===== config.mk =====
export PLATFORM = sky130hd
export DESIGN_NAME = arf_top
export DESIGN_NICKNAME = d
export VERILOG_FILES = /design/src/design/arf_pkg.sv /design/src/design/arf_top.sv
export SDC_FILE = /design/constraint.sdc
export NUM_CORES = 1
export LEC_CHECK = 0
export BUFFER_PORTS_ARGS = -buffer_cell sky130_fd_sc_hd__clkbuf_2
export CAP_MARGIN = 10
export CELL_PAD_IN_SITES_DETAIL_PLACEMENT = 1
export CELL_PAD_IN_SITES_GLOBAL_PLACEMENT = 1
export CORE_ASPECT_RATIO = 1.25
export CORE_MARGIN = 5
export CORE_UTILIZATION = 40
export DETAILED_ROUTE_END_ITERATION = 7
export PLACE_DENSITY = 0.78
export SLEW_MARGIN = 20
export SYNTH_ARGS = -nofsm -noshare
export SYNTH_HDL_FRONTEND = slang
export SYNTH_SLANG_ARGS = --single-unit

===== constraint.sdc =====
create_clock -name clk -period 4.28 [get_ports clk]
set_input_delay 0.642 -clock clk [delete_from_list [all_inputs] [get_ports clk]]
set_output_delay 0.642 -clock clk [all_outputs]
set_load 0.03 [all_outputs]

===== src/design/arf_pkg.sv =====
// Constants and types for the converter result formatting block
package arf_pkg;
   // ****************************************************************
   // Register offsets
   // ****************************************************************
   localparam logic [7:0] ADDR_CTRL_B = 8'h03;
   localparam logic [7:0] ADDR_RES_LOW = 8'h04;
   localparam logic [7:0] ADDR_RES_HIGH = 8'h05;
   localparam logic [7:0] ADDR_CTRL_A = 8'h06;
   localparam logic [7:0] ADDR_CHAN_REF = 8'h07;

   // ****************************************************************
   // Field positions
   // ****************************************************************
   localparam int CHREF_REFS1 = 7;
   localparam int CHREF_REFS0 = 6;
   localparam int CHREF_LEFT_ALIGN = 5;
   localparam int CHREF_REFS2 = 4;
   localparam int CTRLA_ENABLE = 7;
   localparam int CTRLA_DONE = 4;
   localparam int CTRLB_BIPOLAR = 7;
   localparam int CTRLB_POL_REV = 5;

   // ****************************************************************
   // Reset values and codes
   // ****************************************************************
   localparam logic [7:0] RST_REG = 8'h00;
   localparam logic [9:0] RST_RESULT = 10'h000;
   localparam logic [3:0] CHAN_TEMP = 4'hf;
   localparam logic [3:0] CHAN_DIFF_LO = 4'h4;
   localparam logic [3:0] CHAN_DIFF_HI = 4'hb;
   localparam logic [9:0] CODE_ZERO = 10'h000;
   localparam logic [9:0] CODE_FULL = 10'h3ff;
   localparam logic signed [16:0] UNI_MAX = 17'sh003ff;
   localparam logic signed [16:0] BIP_MAX = 17'sh001ff;
   localparam logic signed [16:0] BIP_MIN = -17'sh00200;
   localparam logic signed [16:0] GAIN_HIGH = 17'sh00014;
   localparam logic [5:0] LEFT_PAD = 6'h00;
   localparam logic [5:0] HIGH_PAD = 6'h00;

   // ****************************************************************
   // Conversion types
   // ****************************************************************
   typedef enum logic [1:0] {
      ARF_SINGLE = 2'b00,
      ARF_UNIPOLAR = 2'b01,
      ARF_BIPOLAR = 2'b10
   } arf_conv_t;
endpackage


===== src/design/arf_top.sv =====
// Result formatting, mode selection and registers of the 10-bit converter
// Operation
// - Span ground to reference maps to equal steps, zero lowest, all ones highest.
// - Finished code readable in the result byte pair once done flag is set.
// - Single-ended code equals input times 1024 over reference.
// - Single-ended 0x000 is ground, 0x3FF is reference minus one step, unsigned.
// - Unipolar difference times 1024 over reference, times gain 1 or 20.
// - Unipolar result forced to zero when negative input exceeds positive.
// - Unipolar results are unsigned codes 0x000 through 0x3FF.
// - Differential is unipolar by default, bipolar when bipolar_select is one.
// - Bipolar allows negative above positive, difference times 512 times gain.
// - Bipolar results are two's complement from 0x200 through 0x1FF.
// - Top result bit in high byte gives sign, one negative.
// - Polarity reverse swaps unipolar differential inputs to keep full range.
// - Channel select 1111 routes the temperature sensor and enables it.
// - Left align sets justification of the pair, effective immediately.
`timescale 1ns/1ps
`default_nettype none
module arf_top (
   input wire logic clk,
   input wire logic rst_b,
   input wire logic [7:0] addr,
   input wire logic [7:0] wdata,
   input wire logic wr,
   input wire logic rd,
   output logic [7:0] rdata,
   input wire logic conv_valid,
   input wire logic [9:0] samp_pos,
   input wire logic [9:0] samp_neg,
   output logic conv_enable,
   output logic [3:0] chan_route,
   output logic [2:0] ref_select,
   output logic gain_high,
   output logic temp_sensor_en
);
   // ****************************************************************
   // Registers
   // ****************************************************************
   logic [7:0] chan_ref;
   logic [7:0] ctrl_a;
   logic [7:0] ctrl_b;
   logic [9:0] result_code;
   logic conversion_done_flag;
   logic [3:0] channel_select;
   logic left_align_result;
   logic bipolar_select;
   logic polarity_reverse;
   logic result_sign_bit;
   logic [7:0] result_low_byte;
   logic [7:0] result_high_byte;
   logic [7:0] next_rdata;
   logic [9:0] next_result;
   arf_pkg::arf_conv_t conv_type;
   logic signed [16:0] diff;
   logic signed [16:0] amp;
   logic signed [16:0] half;

   assign channel_select = chan_ref[3:0];
   assign left_align_result = chan_ref[arf_pkg::CHREF_LEFT_ALIGN];
   assign bipolar_select = ctrl_b[arf_pkg::CTRLB_BIPOLAR];
   assign polarity_reverse = ctrl_b[arf_pkg::CTRLB_POL_REV];
   // sign is the top code bit
   assign result_sign_bit = result_code[9];

   always_ff @(posedge clk or negedge rst_b) begin
      if (!rst_b) begin
         chan_ref <= arf_pkg::RST_REG;
      end else if (wr && addr == arf_pkg::ADDR_CHAN_REF) begin
         chan_ref <= wdata;
      end
   end

   always_ff @(posedge clk or negedge rst_b) begin
      if (!rst_b) begin
         ctrl_b <= arf_pkg::RST_REG;
      end else if (wr && addr == arf_pkg::ADDR_CTRL_B) begin
         ctrl_b <= wdata;
      end
   end

   // Done flag lives apart from the writable bits; set beats a clear
   always_ff @(posedge clk or negedge rst_b) begin
      if (!rst_b) begin
         ctrl_a <= arf_pkg::RST_REG;
      end else if (wr && addr == arf_pkg::ADDR_CTRL_A) begin
         ctrl_a <= wdata;
         ctrl_a[arf_pkg::CTRLA_DONE] <= 1'b0;
      end
   end

   always_ff @(posedge clk or negedge rst_b) begin
      if (!rst_b) begin
         conversion_done_flag <= 1'b0;
      end else if (conv_valid && conv_enable) begin
         conversion_done_flag <= 1'b1;
      end else if (wr && addr == arf_pkg::ADDR_CTRL_A && wdata[arf_pkg::CTRLA_DONE]) begin
         conversion_done_flag <= 1'b0;
      end
   end

   // ****************************************************************
   // Analog front end controls
   // ****************************************************************
   // input routing, reference, gain, sensor and enable
   always_ff @(posedge clk or negedge rst_b) begin
      if (!rst_b) begin
         chan_route <= 4'h0;
         ref_select <= 3'h0;
         gain_high <= 1'b0;
         temp_sensor_en <= 1'b0;
         conv_enable <= 1'b0;
      end else begin
         if (wr && addr == arf_pkg::ADDR_CHAN_REF) begin
            chan_route <= wdata[3:0];
            ref_select <= {wdata[arf_pkg::CHREF_REFS2], wdata[arf_pkg::CHREF_REFS1],
                           wdata[arf_pkg::CHREF_REFS0]};
            gain_high <= wdata[0];
            temp_sensor_en <= (wdata[3:0] == arf_pkg::CHAN_TEMP);
         end
         if (wr && addr == arf_pkg::ADDR_CTRL_A) begin
            conv_enable <= wdata[arf_pkg::CTRLA_ENABLE];
         end
      end
   end

   // ****************************************************************
   // Result coding
   // ****************************************************************
   // mode selection
   always_comb begin
      if (channel_select >= arf_pkg::CHAN_DIFF_LO && channel_select <= arf_pkg::CHAN_DIFF_HI) begin
         conv_type = bipolar_select ? arf_pkg::ARF_BIPOLAR : arf_pkg::ARF_UNIPOLAR;
      end else begin
         conv_type = arf_pkg::ARF_SINGLE;
      end
   end

   // Samples are in steps of reference/1024, so the scaling is implicit
   always_comb begin
      diff = $signed({7'h00, samp_pos}) - $signed({7'h00, samp_neg});
      if (polarity_reverse && conv_type == arf_pkg::ARF_UNIPOLAR) begin
         diff = -diff;
      end
      amp = gain_high ? 17'(diff * arf_pkg::GAIN_HIGH) : diff;
      half = amp >>> 1;
      case (conv_type)
         arf_pkg::ARF_SINGLE: begin
            next_result = samp_pos;
         end
         arf_pkg::ARF_UNIPOLAR: begin
            if (amp < 0) begin
               next_result = arf_pkg::CODE_ZERO;
            end else if (amp > arf_pkg::UNI_MAX) begin
               next_result = arf_pkg::CODE_FULL;
            end else begin
               next_result = amp[9:0];
            end
         end
         arf_pkg::ARF_BIPOLAR: begin
            if (half > arf_pkg::BIP_MAX) begin
               next_result = arf_pkg::BIP_MAX[9:0];
            end else if (half < arf_pkg::BIP_MIN) begin
               next_result = arf_pkg::BIP_MIN[9:0];
            end else begin
               next_result = half[9:0];
            end
         end
         default: begin
            next_result = arf_pkg::CODE_ZERO;
         end
      endcase
   end

   always_ff @(posedge clk or negedge rst_b) begin
      if (!rst_b) begin
         result_code <= arf_pkg::RST_RESULT;
      end else if (conv_valid && conv_enable) begin
         result_code <= next_result;
      end
   end

   // ****************************************************************
   // Read path
   // ****************************************************************
   // justification follows the live bit, not the capture time
   always_comb begin
      if (left_align_result) begin
         result_low_byte = {result_code[1:0], arf_pkg::LEFT_PAD};
         result_high_byte = result_code[9:2];
      end else begin
         result_low_byte = result_code[7:0];
         result_high_byte = {arf_pkg::HIGH_PAD, result_sign_bit, result_code[8]};
      end
   end

   always_comb begin
      case (addr)
         arf_pkg::ADDR_CTRL_B: next_rdata = ctrl_b;
         arf_pkg::ADDR_RES_LOW: next_rdata = result_low_byte;
         arf_pkg::ADDR_RES_HIGH: next_rdata = result_high_byte;
         arf_pkg::ADDR_CHAN_REF: next_rdata = chan_ref;
         arf_pkg::ADDR_CTRL_A: begin
            next_rdata = ctrl_a;
            next_rdata[arf_pkg::CTRLA_DONE] = conversion_done_flag;
         end
         default: next_rdata = 8'h00;
      endcase
   end

   always_ff @(posedge clk or negedge rst_b) begin
      if (!rst_b) begin
         rdata <= 8'h00;
      end else if (rd) begin
         rdata <= next_rdata;
      end else begin
         rdata <= 8'h00;
      end
   end

   // ****************************************************************
   // Assertions
   // ****************************************************************
   logic take;
   assign take = conv_valid && conv_enable;

   property p_zero_code;
      @(posedge clk) disable iff (!rst_b)
      take && conv_type == arf_pkg::ARF_SINGLE && samp_pos == 10'h000 |=> result_code == 10'h000;
   endproperty
   a_zero_code: assert property (p_zero_code) else $error("Ground not coded zero");

   property p_done;
      @(posedge clk) disable iff (!rst_b)
      take |=> conversion_done_flag;
   endproperty
   a_done: assert property (p_done) else $error("Done flag not set");

   property p_rd_idle;
      @(posedge clk) disable iff (!rst_b)
      !rd |=> rdata == 8'h00;
   endproperty
   a_rd_idle: assert property (p_rd_idle) else $error("Read data not idle");

   property p_full_code;
      @(posedge clk) disable iff (!rst_b)
      take && conv_type == arf_pkg::ARF_SINGLE && samp_pos == 10'h3ff |=> result_code == 10'h3ff;
   endproperty
   a_full_code: assert property (p_full_code) else $error("Full scale not all ones");

   property p_single;
      @(posedge clk) disable iff (!rst_b)
      take && conv_type == arf_pkg::ARF_SINGLE |=> result_code == $past(samp_pos);
   endproperty
   a_single: assert property (p_single) else $error("Single ended code wrong");

   property p_uni_sat;
      @(posedge clk) disable iff (!rst_b)
      take && conv_type == arf_pkg::ARF_UNIPOLAR && !polarity_reverse && samp_neg > samp_pos
      |=> result_code == 10'h000;
   endproperty
   a_uni_sat: assert property (p_uni_sat) else $error("Unipolar not saturated");

   property p_uni_gain1;
      @(posedge clk) disable iff (!rst_b)
      take && conv_type == arf_pkg::ARF_UNIPOLAR && !polarity_reverse && !gain_high
      && samp_pos >= samp_neg |=> result_code == $past(samp_pos) - $past(samp_neg);
   endproperty
   a_uni_gain1: assert property (p_uni_gain1) else $error("Unipolar code wrong");

   // Widened sums so a large negative sample cannot wrap past the threshold
   property p_uni_top;
      @(posedge clk) disable iff (!rst_b)
      take && conv_type == arf_pkg::ARF_UNIPOLAR && !polarity_reverse && gain_high
      && {1'b0, samp_pos} >= {1'b0, samp_neg} + 11'h034 |=> result_code == 10'h3ff;
   endproperty
   a_uni_top: assert property (p_uni_top) else $error("Unipolar not clipped");

   property p_bip_half;
      @(posedge clk) disable iff (!rst_b)
      take && conv_type == arf_pkg::ARF_BIPOLAR && !gain_high
      |=> result_code == 10'(($signed({1'b0, $past(samp_pos)}) - $signed({1'b0, $past(samp_neg)})) >>> 1);
   endproperty
   a_bip_half: assert property (p_bip_half) else $error("Bipolar code wrong");

   property p_bip_clamp;
      @(posedge clk) disable iff (!rst_b)
      take && conv_type == arf_pkg::ARF_BIPOLAR && gain_high
      && {1'b0, samp_pos} >= {1'b0, samp_neg} + 11'h034 |=> result_code == 10'h1ff;
   endproperty
   a_bip_clamp: assert property (p_bip_clamp) else $error("Bipolar clamp wrong");

   property p_sign;
      @(posedge clk) disable iff (!rst_b)
      take && conv_type == arf_pkg::ARF_BIPOLAR && {1'b0, samp_neg} > {1'b0, samp_pos} + 11'h001
      |=> result_sign_bit && (left_align_result ? result_high_byte[7] : result_high_byte[1]);
   endproperty
   a_sign: assert property (p_sign) else $error("Sign bit wrong");

   property p_swap;
      @(posedge clk) disable iff (!rst_b)
      take && conv_type == arf_pkg::ARF_UNIPOLAR && polarity_reverse && !gain_high
      && samp_neg >= samp_pos |=> result_code == $past(samp_neg) - $past(samp_pos);
   endproperty
   a_swap: assert property (p_swap) else $error("Polarity reverse wrong");

   property p_temp;
      @(posedge clk) disable iff (!rst_b)
      wr && addr == arf_pkg::ADDR_CHAN_REF && wdata[3:0] == 4'hf |=> temp_sensor_en;
   endproperty
   a_temp: assert property (p_temp) else $error("Sensor not enabled");

   property p_right;
      @(posedge clk) disable iff (!rst_b)
      rd && addr == arf_pkg::ADDR_RES_HIGH && !left_align_result
      |=> rdata == {6'h00, $past(result_code[9:8])};
   endproperty
   a_right: assert property (p_right) else $error("Right justify wrong");

   property p_left;
      @(posedge clk) disable iff (!rst_b)
      rd && addr == arf_pkg::ADDR_RES_LOW && left_align_result
      |=> rdata == {$past(result_code[1:0]), 6'h00};
   endproperty
   a_left: assert property (p_left) else $error("Left justify wrong");

   c_bipolar: cover property (@(posedge clk) disable iff (!rst_b)
      take && conv_type == arf_pkg::ARF_BIPOLAR);
   c_uni_gain: cover property (@(posedge clk) disable iff (!rst_b)
      take && conv_type == arf_pkg::ARF_UNIPOLAR && gain_high);
   c_uni_swap: cover property (@(posedge clk) disable iff (!rst_b)
      take && conv_type == arf_pkg::ARF_UNIPOLAR && polarity_reverse);
   c_temp_read: cover property (@(posedge clk) disable iff (!rst_b)
      temp_sensor_en && take ##[1:20] rd && addr == arf_pkg::ADDR_RES_HIGH);
endmodule
`default_nettype wire


# Word-level counts from Yosys, hierarchy flattened
# Cells that the tools add are included.
# word_totals
register_bits	52
inputBits	41
wordCells	52
# op_classes
add_sub_neg	2
n_mul	1
order_cmp	6
eq_ne	8
n_mux	15
reduce_logical	9
# op_table
op	n
two-way mux 10 bit	4
one-hot mux 8 bit (5 select lines)	1
two-way mux 17 bit	2
equality test 8 x 3 -> 1 bit, second input constant	4
one-hot mux 10 bit (3 select lines)	1
two-way mux 8 bit	3
greater-than comparator 17 x 11 -> 1 bit, second input constant	1
< comparator 17 x 1 -> 1 bit, second input constant	1
multiplier 17 x 4 -> 15 bit, second input constant	1
negator 11 -> 17 bit	1
greater-than comparator 16 x 10 -> 1 bit, second input constant	1
< comparator 16 x 10 -> 1 bit, second input constant	1
subtractor 10 x 10 -> 11 bit	1
equality test 8 x 2 -> 1 bit, second input constant	1
logical AND 1 bit	7
equality test 4 bit, second input constant	1
>= comparator 4 x 3 -> 1 bit, second input constant	1
<= comparator 4 bit, second input constant	1
two-way mux 2 bit	2
equality test 2 x 1 -> 1 bit, second input constant	1
equality test 2 bit, second input constant	1
logical NOT 2 bit	1
two-way mux 1 bit	2
nonzero test 2 bit	1

# Depth between registers and ports, before layout
# depth
depth_word	12
ltp_mapped	21

# Worst setup path before layout
# Ideal clock, no wire load.
# synth_path
path_kind	input -> register
startpoint	input samp_pos[0]
endpoint	register result_code[7]
arrival_time_ns	5.148
required_time_ns	4.192
path_slack_ns	-0.956
stages	21
path_buffers	0
cell_sequence	inv_1 -> ha_1 -> fa_1 -> nand2b_1 -> a211oi_2 -> o31a_1 -> xnor2_1 -> a41oi_1 -> xnor2_1 -> inv_1 -> ha_1 -> ha_1 -> a2111oi_0 -> o21ai_0 -> a41oi_1 -> o21ai_0 -> xor2_1 -> and2_1 -> nor3_2 -> o221ai_1 -> a41oi_1
# synth_between
elab_chain_cells	9
# synth_rtl
element	line_no	rtl
start: declaration	arf_top.sv:28	input wire logic [9:0] samp_pos,
subtractor 10 x 10 -> 11 bit (*)	arf_top.sv:140	diff = $signed({7'h00, samp_pos}) - $signed({7'h00, samp_neg});
negator 11 -> 17 bit	arf_top.sv:142	diff = -diff;
two-way mux 17 bit (*)	arf_top.sv:141	if (polarity_reverse && conv_type == arf_pkg::ARF_UNIPOLAR) begin
multiplier 17 x 4 -> 15 bit	arf_top.sv:144	amp = gain_high ? 17'(diff * arf_pkg::GAIN_HIGH) : diff;
two-way mux 17 bit (*)	arf_top.sv:144	
greater-than comparator 17 x 11 -> 1 bit / < comparator 16 x 10 -> 1 bit (equally long branches)	arf_top.sv:153, arf_top.sv:162	
two-way mux 10 bit (on tied branches)	arf_top.sv:153, arf_top.sv:162	
two-way mux 10 bit (on tied branches)	arf_top.sv:151, arf_top.sv:160	
one-hot mux 10 bit (3 select lines) (*)	arf_top.sv:146	case (conv_type)
end signal: assignment	arf_top.sv:176	result_code <= arf_pkg::RST_RESULT;
end signal: assignment	arf_top.sv:178	result_code <= next_result;
end: declaration	arf_top.sv:42	logic [9:0] result_code;
# Every way passes the cells marked *; elsewhere a longest branch is shown, timed or not.
# A chain may end at the register's enable or synchronous reset.

# Worst setup path in the final report
# Ends and elaborated chain as after synthesis.

==> impl_metrics.py <==
metrics = {
    "timing": {
        "fin_skew_ns": 0.00693,
        "final_hold_viol_count": 0,
        "timing.hold.ws_ns": 0.488,
        "fin_crit_ns": 5.03,
        "fmax_mhz": 199,
        "rsz0062_at_grt": "yes",
        "setup_slack_ns": -0.755,
        "drv_slew": 0,
        "slew_headroom_pct": 28.5,
        "finalCritPeriodShare_pct": 118,
        "worst_pin_slew_ns": 1.06,
        "finalSetupViolCount": 10,
    },
    "yosys": {
        "yosysSeqAreaShare_pct": 26.7,
        "synth.avg_cell_area_um2": 9.02,
        "synth_seq_cells": 43,
        "synthesis.nets": 521,
        "synth_edf_count": 0,
        "synthesis.area_mm2": 0.00402,
        "synth_top_flop_cell": "dfrtp_1",
        "syn_inst": 446,
        "ys_warn_count": 0,
        "synthDistinctLibCells": 69,
        "async_reset_ff_share_pct": 100,
    },
    "route": {
        "ant_nets": 0,
        "dr.first_iter.drc_count": 194,
        "first_pass_iters": 5,
        "drcViolationCount": 0,
        "vias": 4457,
        "wl_per_cell_um": 22.3,
        "vias_per_cell": 6.04,
        "wl_mm": 16.4,
    },
    "cts": {
        "cts_tree": "done",
        "cts_root_buf": "clkbuf_16",
        "clk_pin_slew_worst_paths_ns": 0.06,
        "cts.htree.levels": 2,
        "numCtsBuffers": 5,
        "clockBufferDepth": 2,
        "hold_buffers": 0,
        "clock_sinks": 43,
        "clk_latency_ns": 0.30,
    },
    "setup_path": {
        "critPathCaptureType": "flip-flop",
        "crit_type": "primary input to flip-flop",
        "start_kind": "primary input",
        "crit_fanout": 5,
        "crit_arrival_ns": 5.18,
        "crit_required_ns": 4.43,
    },
    "outcome": {
        "outcome": "complete, but fails checks",
        "failed_checks": "setup timing",
    },
    "floorplanning": {
        "die_w_um": 99.7,
        "rows": 41,
        "io_pins": 59,
        "dieHeight_um": 122,
        "start_util_pct": 40.4,
        "fp.coreArea_mm2": 0.00995,
        "dieArea_mm2": 0.0122,
    },
    "layout": {
        "fin_util_pct": 59.1,
        "syn2layout_area_growth_pct": 46.2,
        "fin_nets": 683,
        "final_layout_size_suffix_gt1_share_pct": 46.5,
        "fillCellCount": 1141,
        "insertedDiodeCount": 0,
    },
    "min_path": {
        "hp-class": "primary input to asynchronous set/reset pin",
    },
    "grt": {
        "grt_pass1_vias": 4851,
        "antenna_found_initial": 0,
        "grt_max_degree": 44,
        "grt_util_all_layers_pct": 26.6,
        "grt_pass1_wl_mm": 25.5,
        "grt_overflow": 0,
    },
    "power_and_ir_drop": {
        "vdd_ir_drop_max_mv": 0.271,
        "powerDensity_mw_per_mm2": 410,
        "leakage_uw": 0.00276,
    },
    "run": {
        "maxCapViolCount": 0,
    },
    "place": {
        "hpwl_mm": 11.8,
        "portBuffers": 58,
        "place_congestion": 0.917,
    },
}
-- cell usage after synthesis, types with 2 or more instances --
cell,count,share of area (%)
nor2_1,28,2.6
or4_1,2,0.37
mux4_2,3,1.7
o21a_1,2,0.37
nor3_1,6,0.75
a21oi_1,26,3.2
o31a_1,3,0.65
a2111oi_0,2,0.44
nor2b_1,5,0.78
a22oi_1,5,0.93
nand4_1,10,1.6
buf_4,7,1.3
a31oi_1,15,2.3
a211oi_2,4,1.2
nand2b_1,4,0.62
nand3_1,8,1.0
mux2_2,30,8.4
buf_2,3,0.37
and2_1,7,1.1
nor4_1,3,0.47
and2_4,2,0.44
o2111ai_1,3,0.65
mux2i_1,4,1.0
xnor2_1,21,4.6
nor2_2,2,0.31
a222oi_1,8,2.0
ha_1,32,10
fa_1,2,1.0
nand2_1,44,4.1
a211o_1,2,0.44
and3_1,4,0.62
xor2_1,5,1.1
inv_1,24,2.2
a21o_1,10,1.9
dfrtp_1,43,27
clkbuf_1,10,0.93
o21ai_0,19,2.4
a41oi_1,6,1.3
o211ai_1,2,0.37
-- sequential cells by signal (all words and copies together), names as in the netlist --
register and count:
ctrl_a 6, conv_enable 1, chan_ref 7, rdata 8
temp_sensor_en 1, result_code 10, conversion_done_flag 1, ref_select 1
ctrl_b 8
-- worst paths after layout --
| path | startpoint | end | slack (ns) | depth (start not counted) |
|---|---|---|---|---|
| max | samp_pos[0] | result_code[7] | -0.75 | 22 |
| min | rst_b | chan_ref[4] | 0.49 | 1 |
| max reg2reg | chan_ref[2] | result_code[7] | -0.13 | 17 |
| min reg2reg | ctrl_b[6] | ctrl_b[6] | 0.51 | 1 |
| max in group asynchronous | rst_b | result_code[0] | 3.18 | 1 |
| min in group clk | ctrl_b[6] | ctrl_b[6] | 0.51 | 1 |
-- through the flow --
stage	setup WS (ns)	area [um^2]	power [uW]	setup TNS [ns]	std cells
5_1_grt	-0.909	5880	2530	-8.74	738
6_report	-0.755	5880	2410	-7.09	738
3_3_place_gp	-0.787	5210	1580	-7.61	710
4_1_cts	-0.509	5750	2320	-4.83	733
2_1_floorplan	-0.494	4140	1170	-4.66	446
3_5_place_dp	-1.08	5210	1660	-10.19	710
-- critical path, cell delays in order --
cell,delay [ns]
clkbuf_16,0.12
inv_8,0.03
ha_4,0.15
fa_2,0.34
nand2b_4,0.17
a211oi_4,0.33
o21ai_2,0.15
and2_4,0.21
o41ai_4,0.42
xnor2_2,0.20
buf_4,0.19
ha_4,0.21
ha_4,0.16
or4_4,0.44
o22ai_4,0.14
mux2i_1,0.11
nor4_2,0.32
nand3_1,0.13
o21a_1,0.18
o31ai_4,0.25
buf_6,0.18
a41oi_2,0.11
-- where the power goes --
group / switching (uW) / internal [uW] / leakage, uW
Clock: 162 / 334 / 0.0000900
Combinational: 713 / 689 / 0.00210
Sequential: 51.5 / 459 / 0.000573
Total: 927 / 1480 / 0.00276
-- cell type report --
class	instances	area [um^2]	area share, %
Clock buffer	5	125	2.13
Clock inverter	3	67.6	1.15
Inverter	25	101	1.72
Multi-Input combinational cell	358	3160	53.7
Sequential cell	43	1080	18.3
Tap cell	129	161	2.74
Timing Repair Buffer	175	1190	20.3
-- cells by family (layout without fill, tap and decap cells) --
| logic type | after synthesis | in the layout | synth area share [%] |
|---|---|---|---|
| fa+ha+maj | 34 | 34 | 10.9 |
| xor+xnor | 27 | 27 | 6.07 |
| simple gates | 133 | 133 | 17.0 |
| mux | 37 | 37 | 11.1 |
| flops | 43 | 43 | 26.7 |
| buf+inv | 45 | 208 | 4.95 |
| compound gates | 127 | 127 | 23.3 |
-- routing by layer --
metal,up-vias,GRT usage (%),share of wire [%]
li1,1996,-,-
met1,2234,27.6,35
met2,159,50.9,55
met3,68,3.15,3.7
met4,0,15.0,6.1
met5,-,0,0
-- cells in the final DEF, fill, tap and decap left out, types with 8 or more instances in the layout --
master	n
a21o_1	10
nand3_1	8
a21oi_1	24
xnor2_2	8
buf_4	116
dfrtp_1	43
clkbuf_2	56
nand4_1	10
ha_4	8
a31oi_1	14
mux2_2	30
a222oi_1	8
o21ai_0	14
nand2_1	43
nor2_1	26
xnor2_1	13
ha_1	24
inv_1	22
-- repair_timing --
action | 4_1_cts | 5_1_grt
endpoints found under the setup margin | 10 | 10
buffers inserted | 15 | 5
pin swaps | 28 | 21
hold endpoints to repair | 0 | 0
gates cloned | 1 | 0
resized for setup | 37 | 17
Power figures use the tool's default switching activity.
